### config.mk
export PLATFORM = sky130hd
export DESIGN_NAME = comparator_blanking
export DESIGN_NICKNAME = d
export VERILOG_FILES = /design/src/rtl/blanking_pkg.sv /design/src/rtl/mask_source_mux.sv /design/src/rtl/comparator_blanking.sv
export SDC_FILE = /design/constraint.sdc
export NUM_CORES = 1
export LEC_CHECK = 0
export ABC_AREA = 1
export BUFFER_PORTS_ARGS = -buffer_cell sky130_fd_sc_hd__buf_2
export CORE_MARGIN = 2
export CORE_UTILIZATION = 51
export CTS_CLUSTER_SIZE = 40
export DETAILED_ROUTE_END_ITERATION = 10
export PLACE_DENSITY = 0.86
export SETUP_SLACK_MARGIN = 0.1
export SLEW_MARGIN = 20
export SYNTH_ARGS = -nofsm -noshare
export SYNTH_HDL_FRONTEND = slang
export SYNTH_HIERARCHICAL = 1
export SYNTH_SLANG_ARGS = --single-unit
export TNS_END_PERCENT = 20
### constraint.sdc
create_clock -name core_clk_i -period 2.16 [get_ports core_clk_i]
set_input_delay 0.216 -clock core_clk_i [delete_from_list [all_inputs] [get_ports core_clk_i]]
set_output_delay 0.216 -clock core_clk_i [all_outputs]
set_load 0.05 [all_outputs]
### src/rtl/blanking_pkg.sv
// Purpose: Shared constants for the comparator blanking mask logic
// Assumes: 32-bit Avalon-MM register bus, 16-bit registers in the low half
// Notes:   Source codes index a sixteen-wide source vector
package blanking_pkg;

  // Register byte offsets
  localparam logic [3:0] SRC_SELECT_OFFSET  = 4'h0;
  localparam logic [3:0] GATE_CONTROL_OFFSET = 4'h4;
  localparam logic [3:0] STATUS_OFFSET      = 4'h8;

  // Widths
  localparam int unsigned ADDR_WIDTH = 4;
  localparam int unsigned DATA_WIDTH = 32;
  localparam int unsigned REG_WIDTH  = 16;
  localparam int unsigned SEL_WIDTH  = 4;
  localparam int unsigned SRC_COUNT  = 16;
  localparam int unsigned PWM_COUNT  = 6;

  // Reset values
  localparam logic [15:0] SRC_SELECT_RESET   = 16'h0000;
  localparam logic [15:0] GATE_CONTROL_RESET = 16'h0000;

  // Writable bits; the rest read as zero
  localparam logic [15:0] SRC_SELECT_MASK   = 16'h0FFF;
  localparam logic [15:0] GATE_CONTROL_MASK = 16'hBFFF;

  // Source select field positions
  localparam int unsigned SEL_A_LSB = 0;
  localparam int unsigned SEL_B_LSB = 4;
  localparam int unsigned SEL_C_LSB = 8;

  // Gate control bit positions
  localparam int unsigned LEVEL_SELECT_BIT   = 15;
  localparam int unsigned OR_C_TRUE_BIT      = 13;
  localparam int unsigned OR_C_INV_BIT       = 12;
  localparam int unsigned OR_B_TRUE_BIT      = 11;
  localparam int unsigned OR_B_INV_BIT       = 10;
  localparam int unsigned OR_A_TRUE_BIT      = 9;
  localparam int unsigned OR_A_INV_BIT       = 8;
  localparam int unsigned AND_INV_TO_OR_BIT  = 7;
  localparam int unsigned AND_TRUE_TO_OR_BIT = 6;
  localparam int unsigned AND_C_TRUE_BIT     = 5;
  localparam int unsigned AND_C_INV_BIT      = 4;
  localparam int unsigned AND_B_TRUE_BIT     = 3;
  localparam int unsigned AND_B_INV_BIT      = 2;
  localparam int unsigned AND_A_TRUE_BIT     = 1;
  localparam int unsigned AND_A_INV_BIT      = 0;

  // Status register bit positions
  localparam int unsigned ST_MASK_A_BIT  = 0;
  localparam int unsigned ST_MASK_B_BIT  = 1;
  localparam int unsigned ST_MASK_C_BIT  = 2;
  localparam int unsigned ST_AND_BIT     = 3;
  localparam int unsigned ST_WINDOW_BIT  = 4;
  localparam int unsigned ST_CMP_IN_BIT  = 5;
  localparam int unsigned ST_CMP_OUT_BIT = 6;

  // Source vector positions above the PWM pairs
  localparam int unsigned SRC_TRIG18_IDX = 12;
  localparam int unsigned SRC_TRIG19_IDX = 13;
  localparam int unsigned SRC_FAULT2_IDX = 14;
  localparam int unsigned SRC_FAULT4_IDX = 15;

  // Bus handshake states
  typedef enum logic [1:0] {
    BUS_IDLE   = 2'b01,
    BUS_ANSWER = 2'b10
  } bus_state_e;

endpackage : blanking_pkg

### src/rtl/mask_source_mux.sv
// Purpose: Sixteen-way picker for one mask input
// Assumes: Sources are synchronous to the core clock
// Notes:   Purely combinational; the top registers its results
`timescale 1ns/1ps
module mask_source_mux
  import blanking_pkg::*;
(
  // Sources and select
  input  wire logic [SRC_COUNT-1:0] sources_i,
  input  wire logic [SEL_WIDTH-1:0] select_i,
  // Picked source
  output logic                      mask_o
);

  assign mask_o = sources_i[select_i];

endmodule // mask_source_mux

### src/rtl/comparator_blanking.sv
// Purpose: Blanking mask logic for a comparator output, with its registers
// Assumes: Mask sources and comparator are logic on core_clk_i
// Notes:   Registers sit on an Avalon-MM slave with one wait cycle
//
// How it works
// - Mask A code picks PWM, trigger, fault
// - Level one blocks low-asserted comparator
// - Level zero blocks high-asserted comparator
// - Gate control bit 14 reads zero
// - Bit 13 puts mask C into OR
// - Bit 12 puts inverted C into OR
// - Bit 11 puts mask B into OR
// - Bit 10 puts inverted B into OR
// - Bit 9 puts mask A into OR
// - Bit 8 puts inverted A into OR
// - Bit 7 puts inverted AND into OR
// - Bit 6 puts AND result into OR
// - Bit 5 puts mask C into AND
// - Bit 4 puts inverted C into AND
// - Bit 3 puts mask B into AND
// - Bit 2 puts inverted B into AND
// - Bit 1 puts mask A into AND
// - Bit 0 puts inverted A into AND
//
// Local design decisions: the Avalon-MM interface to the registers and the address map.
`timescale 1ns/1ps
module comparator_blanking
  import blanking_pkg::*;
(
  // Clock and reset
  input  wire logic                  core_clk_i,
  input  wire logic                  rst_n_i,
  // Avalon-MM slave
  input  wire logic [ADDR_WIDTH-1:0] address_i,
  input  wire logic                  read_i,
  input  wire logic                  write_i,
  input  wire logic [3:0]            byteenable_i,
  input  wire logic [DATA_WIDTH-1:0] writedata_i,
  output logic      [DATA_WIDTH-1:0] readdata_o,
  output logic                       waitrequest_o,
  // Mask sources
  input  wire logic [PWM_COUNT-1:0]  pwm_high_i,
  input  wire logic [PWM_COUNT-1:0]  pwm_low_i,
  input  wire logic                  trigger_output_18_i,
  input  wire logic                  trigger_output_19_i,
  input  wire logic                  fault_input_2_i,
  input  wire logic                  fault_input_4_i,
  // Comparator path
  input  wire logic                  comparator_i,
  output logic                       blanked_comparator_o,
  output logic                       blanking_window_o
);

  // Registers
  logic [REG_WIDTH-1:0] blanking_source_select;
  logic [REG_WIDTH-1:0] blanking_gate_control;
  bus_state_e           bus_state;
  bus_state_e           next_bus_state;

  // Bus decode
  logic                  request;
  logic                  accept;
  logic                  hit_source;
  logic                  hit_gate;
  logic                  hit_status;
  logic [REG_WIDTH-1:0]  lane_mask;
  logic [REG_WIDTH-1:0]  next_source_select;
  logic [REG_WIDTH-1:0]  next_gate_control;
  logic [REG_WIDTH-1:0]  read_word;
  logic [DATA_WIDTH-1:0] next_readdata;

  // Mask path
  logic [SRC_COUNT-1:0] sources;
  logic                 mask_a_input;
  logic                 mask_b_input;
  logic                 mask_c_input;
  logic                 and_gate_result;
  logic                 or_gate_result;
  logic                 next_blanked;
  logic [REG_WIDTH-1:0] status_word;

  // Gate control fields
  logic masking_level_select;
  logic or_c_true_enable;
  logic or_c_inverted_enable;
  logic or_b_true_enable;
  logic or_b_inverted_enable;
  logic or_a_true_enable;
  logic or_a_inverted_enable;
  logic and_result_inverted_to_or;
  logic and_result_true_to_or;
  logic and_c_true_enable;
  logic and_c_inverted_enable;
  logic and_b_true_enable;
  logic and_b_inverted_enable;
  logic and_a_true_enable;
  logic and_a_inverted_enable;
  logic any_and_enable;

  // Gate terms; a disabled term is one in AND, zero in OR
  logic and_a_true_term;
  logic and_a_inv_term;
  logic and_b_true_term;
  logic and_b_inv_term;
  logic and_c_true_term;
  logic and_c_inv_term;
  logic or_a_true_term;
  logic or_a_inv_term;
  logic or_b_true_term;
  logic or_b_inv_term;
  logic or_c_true_term;
  logic or_c_inv_term;
  logic and_true_term;
  logic and_inv_term;

  // Field slicing
  assign masking_level_select      = blanking_gate_control[LEVEL_SELECT_BIT];
  assign or_c_true_enable          = blanking_gate_control[OR_C_TRUE_BIT];
  assign or_c_inverted_enable      = blanking_gate_control[OR_C_INV_BIT];
  assign or_b_true_enable          = blanking_gate_control[OR_B_TRUE_BIT];
  assign or_b_inverted_enable      = blanking_gate_control[OR_B_INV_BIT];
  assign or_a_true_enable          = blanking_gate_control[OR_A_TRUE_BIT];
  assign or_a_inverted_enable      = blanking_gate_control[OR_A_INV_BIT];
  assign and_result_inverted_to_or = blanking_gate_control[AND_INV_TO_OR_BIT];
  assign and_result_true_to_or     = blanking_gate_control[AND_TRUE_TO_OR_BIT];
  assign and_c_true_enable         = blanking_gate_control[AND_C_TRUE_BIT];
  assign and_c_inverted_enable     = blanking_gate_control[AND_C_INV_BIT];
  assign and_b_true_enable         = blanking_gate_control[AND_B_TRUE_BIT];
  assign and_b_inverted_enable     = blanking_gate_control[AND_B_INV_BIT];
  assign and_a_true_enable         = blanking_gate_control[AND_A_TRUE_BIT];
  assign and_a_inverted_enable     = blanking_gate_control[AND_A_INV_BIT];

  // Source vector: even codes low side, odd codes high side of each PWM
  // source code order
  genvar g;
  generate
    for (g = 0; g < PWM_COUNT; g = g + 1) begin : g_pwm
      assign sources[2*g]   = pwm_low_i[g];
      assign sources[2*g+1] = pwm_high_i[g];
    end
  endgenerate
  assign sources[SRC_TRIG18_IDX] = trigger_output_18_i;
  assign sources[SRC_TRIG19_IDX] = trigger_output_19_i;
  assign sources[SRC_FAULT2_IDX] = fault_input_2_i;
  assign sources[SRC_FAULT4_IDX] = fault_input_4_i;

  mask_source_mux u_mux_a (
    .sources_i (sources),
    .select_i  (blanking_source_select[SEL_A_LSB +: SEL_WIDTH]),
    .mask_o    (mask_a_input)
  );

  mask_source_mux u_mux_b (
    .sources_i (sources),
    .select_i  (blanking_source_select[SEL_B_LSB +: SEL_WIDTH]),
    .mask_o    (mask_b_input)
  );

  mask_source_mux u_mux_c (
    .sources_i (sources),
    .select_i  (blanking_source_select[SEL_C_LSB +: SEL_WIDTH]),
    .mask_o    (mask_c_input)
  );

  // Disabled AND terms read as one; an AND with no terms gives zero
  // so that an unconfigured gate opens a window only through bit 7, the inverted path
  assign any_and_enable = and_a_true_enable | and_a_inverted_enable
                        | and_b_true_enable | and_b_inverted_enable
                        | and_c_true_enable | and_c_inverted_enable;

  assign and_a_true_term = ~and_a_true_enable | mask_a_input;
  assign and_a_inv_term  = ~and_a_inverted_enable | ~mask_a_input;
  assign and_b_true_term = ~and_b_true_enable | mask_b_input;
  assign and_b_inv_term  = ~and_b_inverted_enable | ~mask_b_input;
  assign and_c_true_term = ~and_c_true_enable | mask_c_input;
  assign and_c_inv_term  = ~and_c_inverted_enable | ~mask_c_input;
  // True and inverted of one mask together force zero
  assign and_gate_result = any_and_enable
                         & and_a_true_term & and_a_inv_term
                         & and_b_true_term & and_b_inv_term
                         & and_c_true_term & and_c_inv_term;

  assign or_a_true_term = or_a_true_enable & mask_a_input;
  assign or_a_inv_term  = or_a_inverted_enable & ~mask_a_input;
  assign or_b_true_term = or_b_true_enable & mask_b_input;
  assign or_b_inv_term  = or_b_inverted_enable & ~mask_b_input;
  assign or_c_true_term = or_c_true_enable & mask_c_input;
  assign or_c_inv_term  = or_c_inverted_enable & ~mask_c_input;
  assign and_true_term  = and_result_true_to_or & and_gate_result;
  assign and_inv_term   = and_result_inverted_to_or & ~and_gate_result;
  assign or_gate_result = or_a_true_term | or_a_inv_term
                        | or_b_true_term | or_b_inv_term
                        | or_c_true_term | or_c_inv_term
                        | and_true_term  | and_inv_term;

  assign next_blanked = masking_level_select ? (comparator_i | or_gate_result)
                                             : (comparator_i & ~or_gate_result);

  // Status view of the live mask path; unused bits read zero
  assign status_word[REG_WIDTH-1:ST_CMP_OUT_BIT+1] = '0;
  assign status_word[ST_CMP_OUT_BIT]              = blanked_comparator_o;
  assign status_word[ST_CMP_IN_BIT]               = comparator_i;
  assign status_word[ST_WINDOW_BIT]               = or_gate_result;
  assign status_word[ST_AND_BIT]                  = and_gate_result;
  assign status_word[ST_MASK_C_BIT]               = mask_c_input;
  assign status_word[ST_MASK_B_BIT]               = mask_b_input;
  assign status_word[ST_MASK_A_BIT]               = mask_a_input;

  // Bus decode; one wait cycle lets read data come from a flop
  assign request    = read_i | write_i;
  // Writes land on the edge that sees waitrequest low
  assign accept     = (bus_state == BUS_ANSWER) & request;
  assign hit_source = (address_i == SRC_SELECT_OFFSET);
  assign hit_gate   = (address_i == GATE_CONTROL_OFFSET);
  assign hit_status = (address_i == STATUS_OFFSET);
  // Lanes 3 and 2 have no bits behind them
  assign lane_mask  = {{8{byteenable_i[1]}}, {8{byteenable_i[0]}}};

  // Bus state step; the answer lasts exactly one cycle
  always_comb begin
    case (bus_state)
      BUS_IDLE:   next_bus_state = request ? BUS_ANSWER : BUS_IDLE;
      BUS_ANSWER: next_bus_state = BUS_IDLE;
      default:    next_bus_state = BUS_IDLE;
    endcase
  end

  // unimplemented bits stay zero on write
  assign next_source_select = (accept && write_i && hit_source)
    ? (((blanking_source_select & ~lane_mask) | (writedata_i[REG_WIDTH-1:0] & lane_mask))
       & SRC_SELECT_MASK)
    : blanking_source_select;
  assign next_gate_control = (accept && write_i && hit_gate)
    ? (((blanking_gate_control & ~lane_mask) | (writedata_i[REG_WIDTH-1:0] & lane_mask))
       & GATE_CONTROL_MASK)
    : blanking_gate_control;

  // read back masked; unmapped reads zero
  assign read_word = hit_source ? (blanking_source_select & SRC_SELECT_MASK)
                   : hit_gate   ? (blanking_gate_control & GATE_CONTROL_MASK)
                   : hit_status ? status_word
                   : '0;
  // Status reads are a snapshot taken as the read is seen
  assign next_readdata = (bus_state == BUS_IDLE && read_i) ? {16'h0000, read_word}
                                                           : readdata_o;

  // Bus handshake
  always_ff @(posedge core_clk_i or negedge rst_n_i) begin
    if (!rst_n_i) begin
      bus_state     <= BUS_IDLE;
      waitrequest_o <= 1'b1;
      readdata_o    <= 32'h0000_0000;
    end else begin
      bus_state     <= next_bus_state;
      waitrequest_o <= (next_bus_state != BUS_ANSWER);
      readdata_o    <= next_readdata;
    end
  end

  // Configuration registers
  always_ff @(posedge core_clk_i or negedge rst_n_i) begin
    if (!rst_n_i) begin
      blanking_source_select <= SRC_SELECT_RESET;
      blanking_gate_control  <= GATE_CONTROL_RESET;
    end else begin
      blanking_source_select <= next_source_select;
      blanking_gate_control  <= next_gate_control;
    end
  end

  // Output stage; one cycle from comparator to pin
  always_ff @(posedge core_clk_i or negedge rst_n_i) begin
    if (!rst_n_i) begin
      blanked_comparator_o <= 1'b0;
      blanking_window_o    <= 1'b0;
    end else begin
      blanked_comparator_o <= next_blanked;
      blanking_window_o    <= or_gate_result;
    end
  end

endmodule // comparator_blanking

* After elaboration in Yosys (flattened, before gate mapping)
Index checks and enable logic that the tools add are counted.
** Word-level totals
- Bits in registers :: 48
** Cells by class
- Magnitude comparators :: 3
- Equality and inequality tests :: 5
- Multiplexer cells :: 12
- Bitwise logic cells :: 53
- Reduce and logical (&&, ||, !) cells :: 5
** Operators with widths (count)
- 16-bit bitwise AND :: 2
- 16-bit 2-to-1 mux :: 2
- 1-bit OR :: 20
- 1-bit bitwise AND :: 16
- 16-bit NOT :: 1
- 16-bit OR :: 1
- 4-bit by 5-bit less-than comparator with 1-bit output, second input constant :: 3
- 12-bit bitwise AND :: 1
- 1-bit binary-select mux with 4-bit select :: 3
- 12-bit OR :: 1
- 1-bit NOT :: 11
- 7-bit 2-to-1 mux :: 1
- 4-bit by 3-bit equality test with 1-bit output, second input constant :: 1
- 4-bit equality test, second input constant :: 1
- 1-bit logical AND :: 4
- 4-bit zero test :: 1
- 1-bit 2-to-1 mux :: 4
- 2-bit 2-to-1 mux :: 2
- 2-bit by 1-bit equality test with 1-bit output, second input constant :: 1
- 2-bit equality test, second input constant :: 1
- 2-bit inequality test, second input constant :: 1

* Longest topological paths before layout
Gate-level depths: netlist (run 1).
- Word-level depth :: 17
- Gate-level depth with buffers :: 19
- Gate-level depth less buffers :: 18

* Modules after synthesis
Netlist (run 1), hierarchy kept.
** Modules (own cells, without submodules)
- comparator_blanking :: times used 1, cells each 264, area each 2311.0 um^2, seq. area each 1152.4 um^2
- mask_source_mux :: times used 3, cells each 50, area each 230.2 um^2, seq. area each 0.0 um^2

* Least setup slack after synthesis (run 1)
Ideal clock, no wire load.
- Kind :: register -> register
- Start :: register (tool-made name)
- End :: register readdata_o[4]
- Library setup time :: 0.118 ns
- Data arrival time :: 1.604 ns
- Data required time :: 2.042 ns
- Setup slack :: 0.438 ns
- Stages on the path, launching flop included :: 20
- Path buffers :: 1
- Period minus slack after synthesis :: 1.722 ns
- Cell sequence :: dfrtp_1 buf_6 inv_8 nand2_2 nand2_1 nand2_1 nand3_1 nand3_1 nand2_1 inv_1 nand2_1 nand2_1 nor2_1 nand3_1 nand2_1 nand3_1 nand2_1 nand2_1 nand2_1 nand2_1
** RTL lines
- to (signal assigned) :: RTL line comparator_blanking.sv:256 : readdata_o <= next_readdata;
- to (decl) :: RTL line comparator_blanking.sv:39 : output logic [DATA_WIDTH-1:0] readdata_o,

==> results of run 1 <==
[metrics by stage]
stage | hold slack (ns) | instance area (sq um) | cells
floorplan | -0.0796 | 3060 | 430
global placement | 0.209 | 3280 | 538
detailed placement | 0.210 | 3280 | 538
CTS | 0.155 | 3400 | 547
global route | 0.150 | 3630 | 558
finish | 0.157 | 3630 | 558
[cell usage after synthesis (all sizes together)]
cell type,count
buf,25
mux2,3
nand2,149
o21ai,46
nor4,1
nand4,1
nand3,42
dfrtp,45
inv,78
nor2,12
nor3,2
conb,1
a21oi,2
dfstp,1
a22o,4
o22ai,2
[layout make-up]
cell class	count	area share
well taps	72	0.0248
flip-flops and latches	46	0.319
clock inverters	1	0.00828
inverters	78	0.0890
multi-input cells	281	0.419
repair buffers	73	0.119
clock buffers	7	0.0210
[path summary, 6_finish.rpt]
check | start | end | slack [ns] | cells after the start
worst max-delay path | register | readdata_o[4]$_DFFE_PN0P_ | 0.11 | 17
worst min-delay path | writedata_i[15] | register | 0.16 | 2
max in group asynchronous | rst_n_i | bus_state[0]$_DFF_PN1_ | 1.50 | 3
worst min register to register | readdata_o[11]$_DFFE_PN0P_ | readdata_o[11]$_DFFE_PN0P_ | 0.48 | 2
worst max register to register | register | readdata_o[4]$_DFFE_PN0P_ | 0.11 | 17
min in group asynchronous | rst_n_i | readdata_o[4]$_DFFE_PN0P_ | 0.40 | 3
[cells in the final DEF (no fill, tap or decap), types with 3 or more instances in the layout]
cell type | synthesis | final
nand3_1 | 40 | 23
buf_6 | 5 | 5
o21ai_0 | 38 | 36
dfrtp_1 | 45 | 41
nor2_2 | 2 | 3
o21ai_2 | 8 | 10
clkbuf_8 | 0 | 5
nand3_2 | 0 | 17
a22o_1 | 4 | 4
nand2_1 | 130 | 122
buf_2 | 3 | 60
nor2_1 | 9 | 8
inv_2 | 7 | 11
nand2_4 | 2 | 4
dfrtp_2 | 0 | 4
inv_8 | 3 | 3
buf_4 | 17 | 6
conb_1 | 1 | 17
nand2_2 | 17 | 23
inv_1 | 67 | 62
[power by group through the flow]
stage	combinational (mW)	sequential, mW	clock (mW)
floorplan	0.592	1.36	0
CTS	1.05	1.15	0.624
global route	1.37	1.17	0.660
global placement	1.01	1.16	0
finish	1.27	1.15	0.625
detailed placement	1.04	1.17	0
[metal layers]
layer | global-route usage | share of wire
met1 | 0.294 | 0.40
met2 | 0.403 | 0.49
met3 | 0.0539 | 0.074
met4 | 0.0780 | 0.037
met5 | 0 | 0
[kinds of logic (layout without fill, tap and decap cells)]
group | count (synthesis) | count (layout) | synth area share
flip-flops | 46 | 46 | 0.384
other | 1 | 17 | 0.00125
buffers and inverters | 103 | 159 | 0.173
AND/OR/NAND/NOR | 207 | 207 | 0.322
multiplexers | 3 | 3 | 0.0138
AO/OA/AOI/OAI | 54 | 54 | 0.106
[repair_timing]
item | CTS | global route
endpoints found under the setup margin | 2 | 3
gates resized for setup | 3 | 49
hold buffers | 1 | 0
buffers inserted | 0 | 11
pin swaps | 0 | 17
endpoints found under the hold margin | 45 | 0
==> impl_metrics.py, run 1 <==
metrics = {
    "grt": {
        "antenna_found_initial": 0,
        "grt_pass1_vias": 2640,
        "grt_pass1_wl_um": 11800,
        "grt_max_degree": 47,
        "grt_overflow": 0,
        "grt_usage": 0.236,
    },
    "route": {
        "wl_um": 8040,
        "via_per_inst": 5.34,
        "wl_per_cell_um": 14.4,
        "vias": 2978,
        "drt_iter0_markers": 244,
        "drc_errors": 0,
        "dr.pass1.iters": 5,
        "antenna_left": 0,
    },
    "synth": {
        "syn_area_per_cell_sq_um": 7.25,
        "ys_warn_count": 6,
        "yosysUniqueCellTypes": 29,
        "syn_area_sq_um": 3000,
        "synth_area_leaders": "dfrtp_1 38%, nand2_1 16%, inv_1 8.4%",
        "ys_seq_elements": 46,
        "netlist.area_leader.share": 0.375,
        "yosysSeqAreaShare": 0.384,
        "syn_inst": 414,
        "synth_area_leader_cell": "dfrtp_1",
    },
    "layout": {
        "fill_cells": 465,
        "multi_input_area_sq_um": 1520,
        "num-nets-final": 546,
        "final_core_util": 0.647,
        "drive_above_1_share": 0.340,
        "antenna_cells": 0,
        "syn2layout_area_growth_pct": 20.9,
        "regArea_sq_um": 1160,
    },
    "sta": {
        "maxSlewViolCount": 0,
        "fmax_mhz": 488,
        "fin_tns_setup_ns": 0,
        "setup_slack_ns": 0.109,
        "finalClockSkew_ns": 0.00707,
        "fin_crit_sh": 0.949,
        "finalSetupViolCount": 0,
        "hold_violations": 0,
        "fin_crit_ns": 2.05,
        "grt_setup_unrepaired": "true",
    },
    "power_and_ir_drop": {
        "seq_power_share": 0.379,
        "intPower_mw": 1.74,
        "p_sw_mw": 1.30,
        "total_power_mw": 3.04,
        "vdd_drop_max_v": 0.000522,
        "p_clk_frac": 0.205,
        "p_sw_frac": 0.428,
        "cellLeakagePower_nw": 2.03,
        "power_density_nw_per_um2": 839,
        "pwr-share-comb": 0.416,
    },
    "critical_path": {
        "crit_buf_inv": 2,
        "path_delay_family": "simple AND/OR/NAND/NOR gates",
        "crit_path_top_delay_cell": "dfrtp_2",
        "critical_path_class": "register to register",
        "cp-end-kind": "register",
        "crit_chain": "buf_6 -> nand2_2 -> nand3_2 -> nand3_2 -> nand3_2 -> nand2_4 -> inv_4 -> nand2_1 -> nand2_1 -> nor2_2 -> nand3_1 -> nand2_1 -> nand3_2 -> nand2_1 -> nand2_1 -> nand2_1 -> nand2_1",
        "cp-start-kind": "register",
        "path_max_fanout": 7,
        "cpMostUsedCell": "nand2_1",
        "cp_data_arrival_time_ns": 2.24,
        "cpPeakStageDelay_ns": 0.50,
        "cp.required_ns": 2.35,
    },
    "floorplanning": {
        "top_level_ports": 96,
        "fp.coreArea_sq_um": 5610,
        "num_rows": 27,
        "die_x_um": 80.7,
        "start_util": 0.535,
        "die_area_sq_um": 6510,
        "die-height_um": 80.7,
    },
    "status": {
        "status": "complete, no violations",
    },
    "clock_tree": {
        "numCtsBuffers": 5,
        "clkTransAtPathRegs_ns": 0.08,
        "cts.sinks": 46,
        "htree_levels": 2,
        "cts_root_buf": "clkbuf_8",
        "cts_tree": "yes",
        "clk-insertion-delay-late_ns": 0.30,
        "clockBufferDepth": 2,
    },
    "place": {
        "dp_hpwl_um": 5370,
        "gp_congestion": 0.917,
        "io_buffers": 59,
        "pre_cts_ws_ns": 0.0311,
    },
    "run": {
        "drv_cap": 0,
    },
    "min_path": {
        "hp-class": "input port to register",
    },
}
Note: power is estimated with default switching activity, not from simulation.
==> run 2: changes to the inputs <==
--- a/config.mk
+++ b/config.mk
@@ -5,13 +5,13 @@
 export SDC_FILE = /design/constraint.sdc
 export NUM_CORES = 1
 export LEC_CHECK = 0
-export ABC_AREA = 1
 export BUFFER_PORTS_ARGS = -buffer_cell sky130_fd_sc_hd__buf_2
 export CORE_MARGIN = 2
 export CORE_UTILIZATION = 51
+export CTS_BUF_LIST = sky130_fd_sc_hd__clkbuf_4 sky130_fd_sc_hd__clkbuf_8
 export CTS_CLUSTER_SIZE = 40
 export DETAILED_ROUTE_END_ITERATION = 10
-export PLACE_DENSITY = 0.86
+export PLACE_DENSITY = 0.88
 export SETUP_SLACK_MARGIN = 0.1
 export SLEW_MARGIN = 20
 export SYNTH_ARGS = -nofsm -noshare
==> run 2 against run 1 <==
Effect of this change: the run now ends with negative setup slack left; register-to-register slack worse by 0.53 ns; design area is 13% lower; maximum frequency is 20% lower; critical path type unchanged; critical endpoint is now blanked_comparator_o$_DFF_PN0_.
==> impl_metrics.py, run 2 <==
metrics = {
    "grt": {
        "use_met2": 0.384,
        "grt_max_degree": 25,
        "grt_use_met1": 0.285,
        "use_met3": 0.0503,
        "busiest_layer": "met2",
        "grt_overflow": 0,
        "antenna_found_initial": 0,
        "grt_usage": 0.223,
        "grt_pass1_wl_um": 9300,
        "grt_pass1_vias": 1919,
    },
    "sta": {
        "fmax_mhz": 388,
        "fin_crit_sh": 1.19,
        "maxSlewViolCount": 0,
        "setup_slack_ns": -0.419,
        "fin_crit_ns": 2.58,
        "finalClockSkew_ns": 0.00320,
        "finalSetupViolCount": 4,
        "slew-limit-headroom": 0.646,
        "hold_violations": 0,
        "grt_setup_unrepaired": "true",
        "finalHoldWorstSlack_ns": 0.151,
        "worst_pin_slew_ns": 0.531,
    },
    "layout": {
        "antenna_cells": 0,
        "final_common_cell": "buf_2",
        "syn2layout_area_growth_pct": 22.3,
        "final_core_util": 0.659,
        "fill_cells": 371,
        "layout_common_cells": "59 x buf_2, 43 x dfrtp_1, 25 x mux2_2",
        "num-nets-final": 342,
        "drive_above_1_share": 0.496,
    },
    "place": {
        "io_buffers": 59,
        "dp_hpwl_um": 4660,
        "gp_congestion": 0.954,
        "pre_cts_ws_ns": -0.388,
    },
    "critical_path": {
        "cpPeakStageDelay_ns": 0.53,
        "cpMostUsedCell": "mux2i_2",
        "cp.required_ns": 2.35,
        "r2r-end": "blanked_comparator_o$_DFF_PN0_",
        "cp-endpoint": "blanked_comparator_o$_DFF_PN0_",
        "crit_chain": "mux4_2 -> mux2i_2 -> mux2i_2 -> mux2_2 -> a211oi_4 -> nand3_2 -> a21boi_4 -> mux2_4",
        "cp-start-kind": "register",
        "path_max_fanout": 5,
        "regToRegSetupSlack_ns": -0.42,
        "critical_path_class": "register to register",
        "worstRegToRegCells": 8,
        "cp_data_arrival_time_ns": 2.77,
        "crit_path_top_delay_cell": "mux4_2",
        "cp-end-kind": "register",
    },
    "clock_tree": {
        "htree_levels": 2,
        "cts_root_buf": "clkbuf_8",
        "cts.sinks": 46,
        "numCtsBuffers": 5,
        "clkTransAtPathRegs_ns": 0.08,
        "clk-insertion-delay-late_ns": 0.30,
        "clockBufferDepth": 2,
        "cts_tree": "yes",
    },
    "synth": {
        "yosysUniqueCellTypes": 32,
        "ys_seq_elements": 46,
        "synth_edf_count": 0,
        "synth_area_leader_cell": "dfrtp_1",
        "synth_most_common_cell": "dfrtp_1",
        "synth_common_cells": "45 x dfrtp_1, 26 x mux2_2, 23 x mux2i_1",
        "synthFlopType": "dfrtp_1",
        "yosysSeqAreaShare": 0.444,
        "syn_area_sq_um": 2600,
        "ys_warn_count": 6,
        "netlist.area_leader.share": 0.434,
        "synth-async-reset-ratio": 1.00,
        "syn_inst": 201,
        "synth_area_leaders": "dfrtp_1 43%, mux4_1 12%, mux2_2 11%",
        "syn_area_per_cell_sq_um": 12.9,
    },
    "power_and_ir_drop": {
        "power_density_nw_per_um2": 809,
        "pwr-share-comb": 0.366,
        "intPower_mw": 1.64,
        "vdd_drop_max_v": 0.000528,
        "p_sw_frac": 0.363,
        "seq_power_share": 0.424,
        "total_power_mw": 2.57,
        "cellLeakagePower_nw": 1.57,
        "p_sw_mw": 0.933,
        "p_clk_frac": 0.210,
    },
    "floorplanning": {
        "die_area_sq_um": 5680,
        "start_util": 0.539,
        "num_rows": 25,
        "fp.coreArea_sq_um": 4820,
        "die_x_um": 75.4,
        "die-height_um": 75.4,
        "top_level_ports": 96,
    },
    "min_path": {
        "hp-class": "input port to register",
        "whs_path_depth": 2,
    },
    "status": {
        "failed_checks": "negative setup slack",
        "status": "complete, but fails checks",
    },
    "route": {
        "wl_um": 6200,
        "dr.pass1.iters": 4,
        "vias": 1970,
        "via_per_inst": 5.64,
        "drt_iter0_markers": 141,
        "antenna_left": 0,
        "drc_errors": 0,
        "wl_per_cell_um": 17.8,
    },
    "run": {
        "drv_cap": 0,
    },
}
run 2: cell types whose count changed in the layout (fill, tap and decap cells not counted), sizes merged, moves of 3 or more:
cell   previous run  this run
mux4              0        12
mux2i             0        23
nor2b             0         4
nand3            42         5
buf              72        77
o21ai            46        12
nor3              2         5
mux2              3        29
nor2             12         6
a22o              4         9
inv              78         3
nand2           149        14
run 2: what timing repair did:
item	CTS	global route
endpoints found under the hold margin	22	0
endpoints found under the setup margin	5	6
resized for setup	3	18
buffers inserted	1	0
pin swaps	2	2
hold buffers	1	0
run 2: metrics by stage:
| stage | area, sq um | std cells | TNS, ns |
|---|---|---|---|
| final | 3170 | 349 | -1.32 |
| after global routing | 3170 | 349 | -1.70 |
| after CTS | 3110 | 349 | -1.20 |
| after detailed placement | 3010 | 339 | -1.25 |
| after global placement | 3010 | 339 | -0.673 |
| after floorplan | 2650 | 217 | -0.259 |
run 2: worst max-delay path: cells and delay by family, from the launching register on:
family	cells	cell delay, ns
muxes	5	1.48
DFF	1	0.44
AOI/OAI and AO/OA	2	0.40
and+or+nand+nor	1	0.15
run 2: how the worst min path moves through the flow:
stage	endpoint	slack (ns)	start
2_1_floorplan	async pin	-0.08	rst_n_i
3_3_place_gp	async pin	0.21	rst_n_i
3_5_place_dp	async pin	0.22	rst_n_i
4_1_cts	register	0.14	writedata_i[12]
5_1_grt	register	0.15	writedata_i[12]
6_report	register	0.15	writedata_i[13]
run 2: layout make-up:
class                   instances  area, sq um  share of cell area
repair buffers                 78          444               0.140
inverters                       3         11.3             0.00355
clock buffers                   8         91.3              0.0288
multi-input cells             147         1390               0.438
flip-flops and latches         46         1150               0.364
well taps                      67         83.8              0.0264
run 2: routing by layer:
| layer | part of all wire | up-vias |
|---|---|---|
| met2 | 0.53 | 102 |
| met3 | 0.069 | 15 |
| met5 | 0 | - |
| li1 | - | 881 |
| met4 | 0.013 | 0 |
| met1 | 0.39 | 972 |
run 2: kinds of logic (layout without fill, tap and decap cells):
kind of cell | after synthesis | count (layout) | synth area share
other | 1 | 17 | 0.00144
muxes | 64 | 64 | 0.336
AOI/OAI and AO/OA | 29 | 29 | 0.0786
buffers and inverters | 24 | 89 | 0.0607
DFF | 46 | 46 | 0.444
and+or+nand+nor | 37 | 37 | 0.0795
run 2: power groups by stage:
stage | Sequential [mW] | Clock, mW | Combinational [mW]
2_1_floorplan | 1.24 | 0 | 0.445
3_3_place_gp | 1.09 | 0 | 0.821
3_5_place_dp | 1.10 | 0 | 0.852
4_1_cts | 1.08 | 0.546 | 0.862
5_1_grt | 1.10 | 0.587 | 0.996
6_report | 1.09 | 0.541 | 0.940
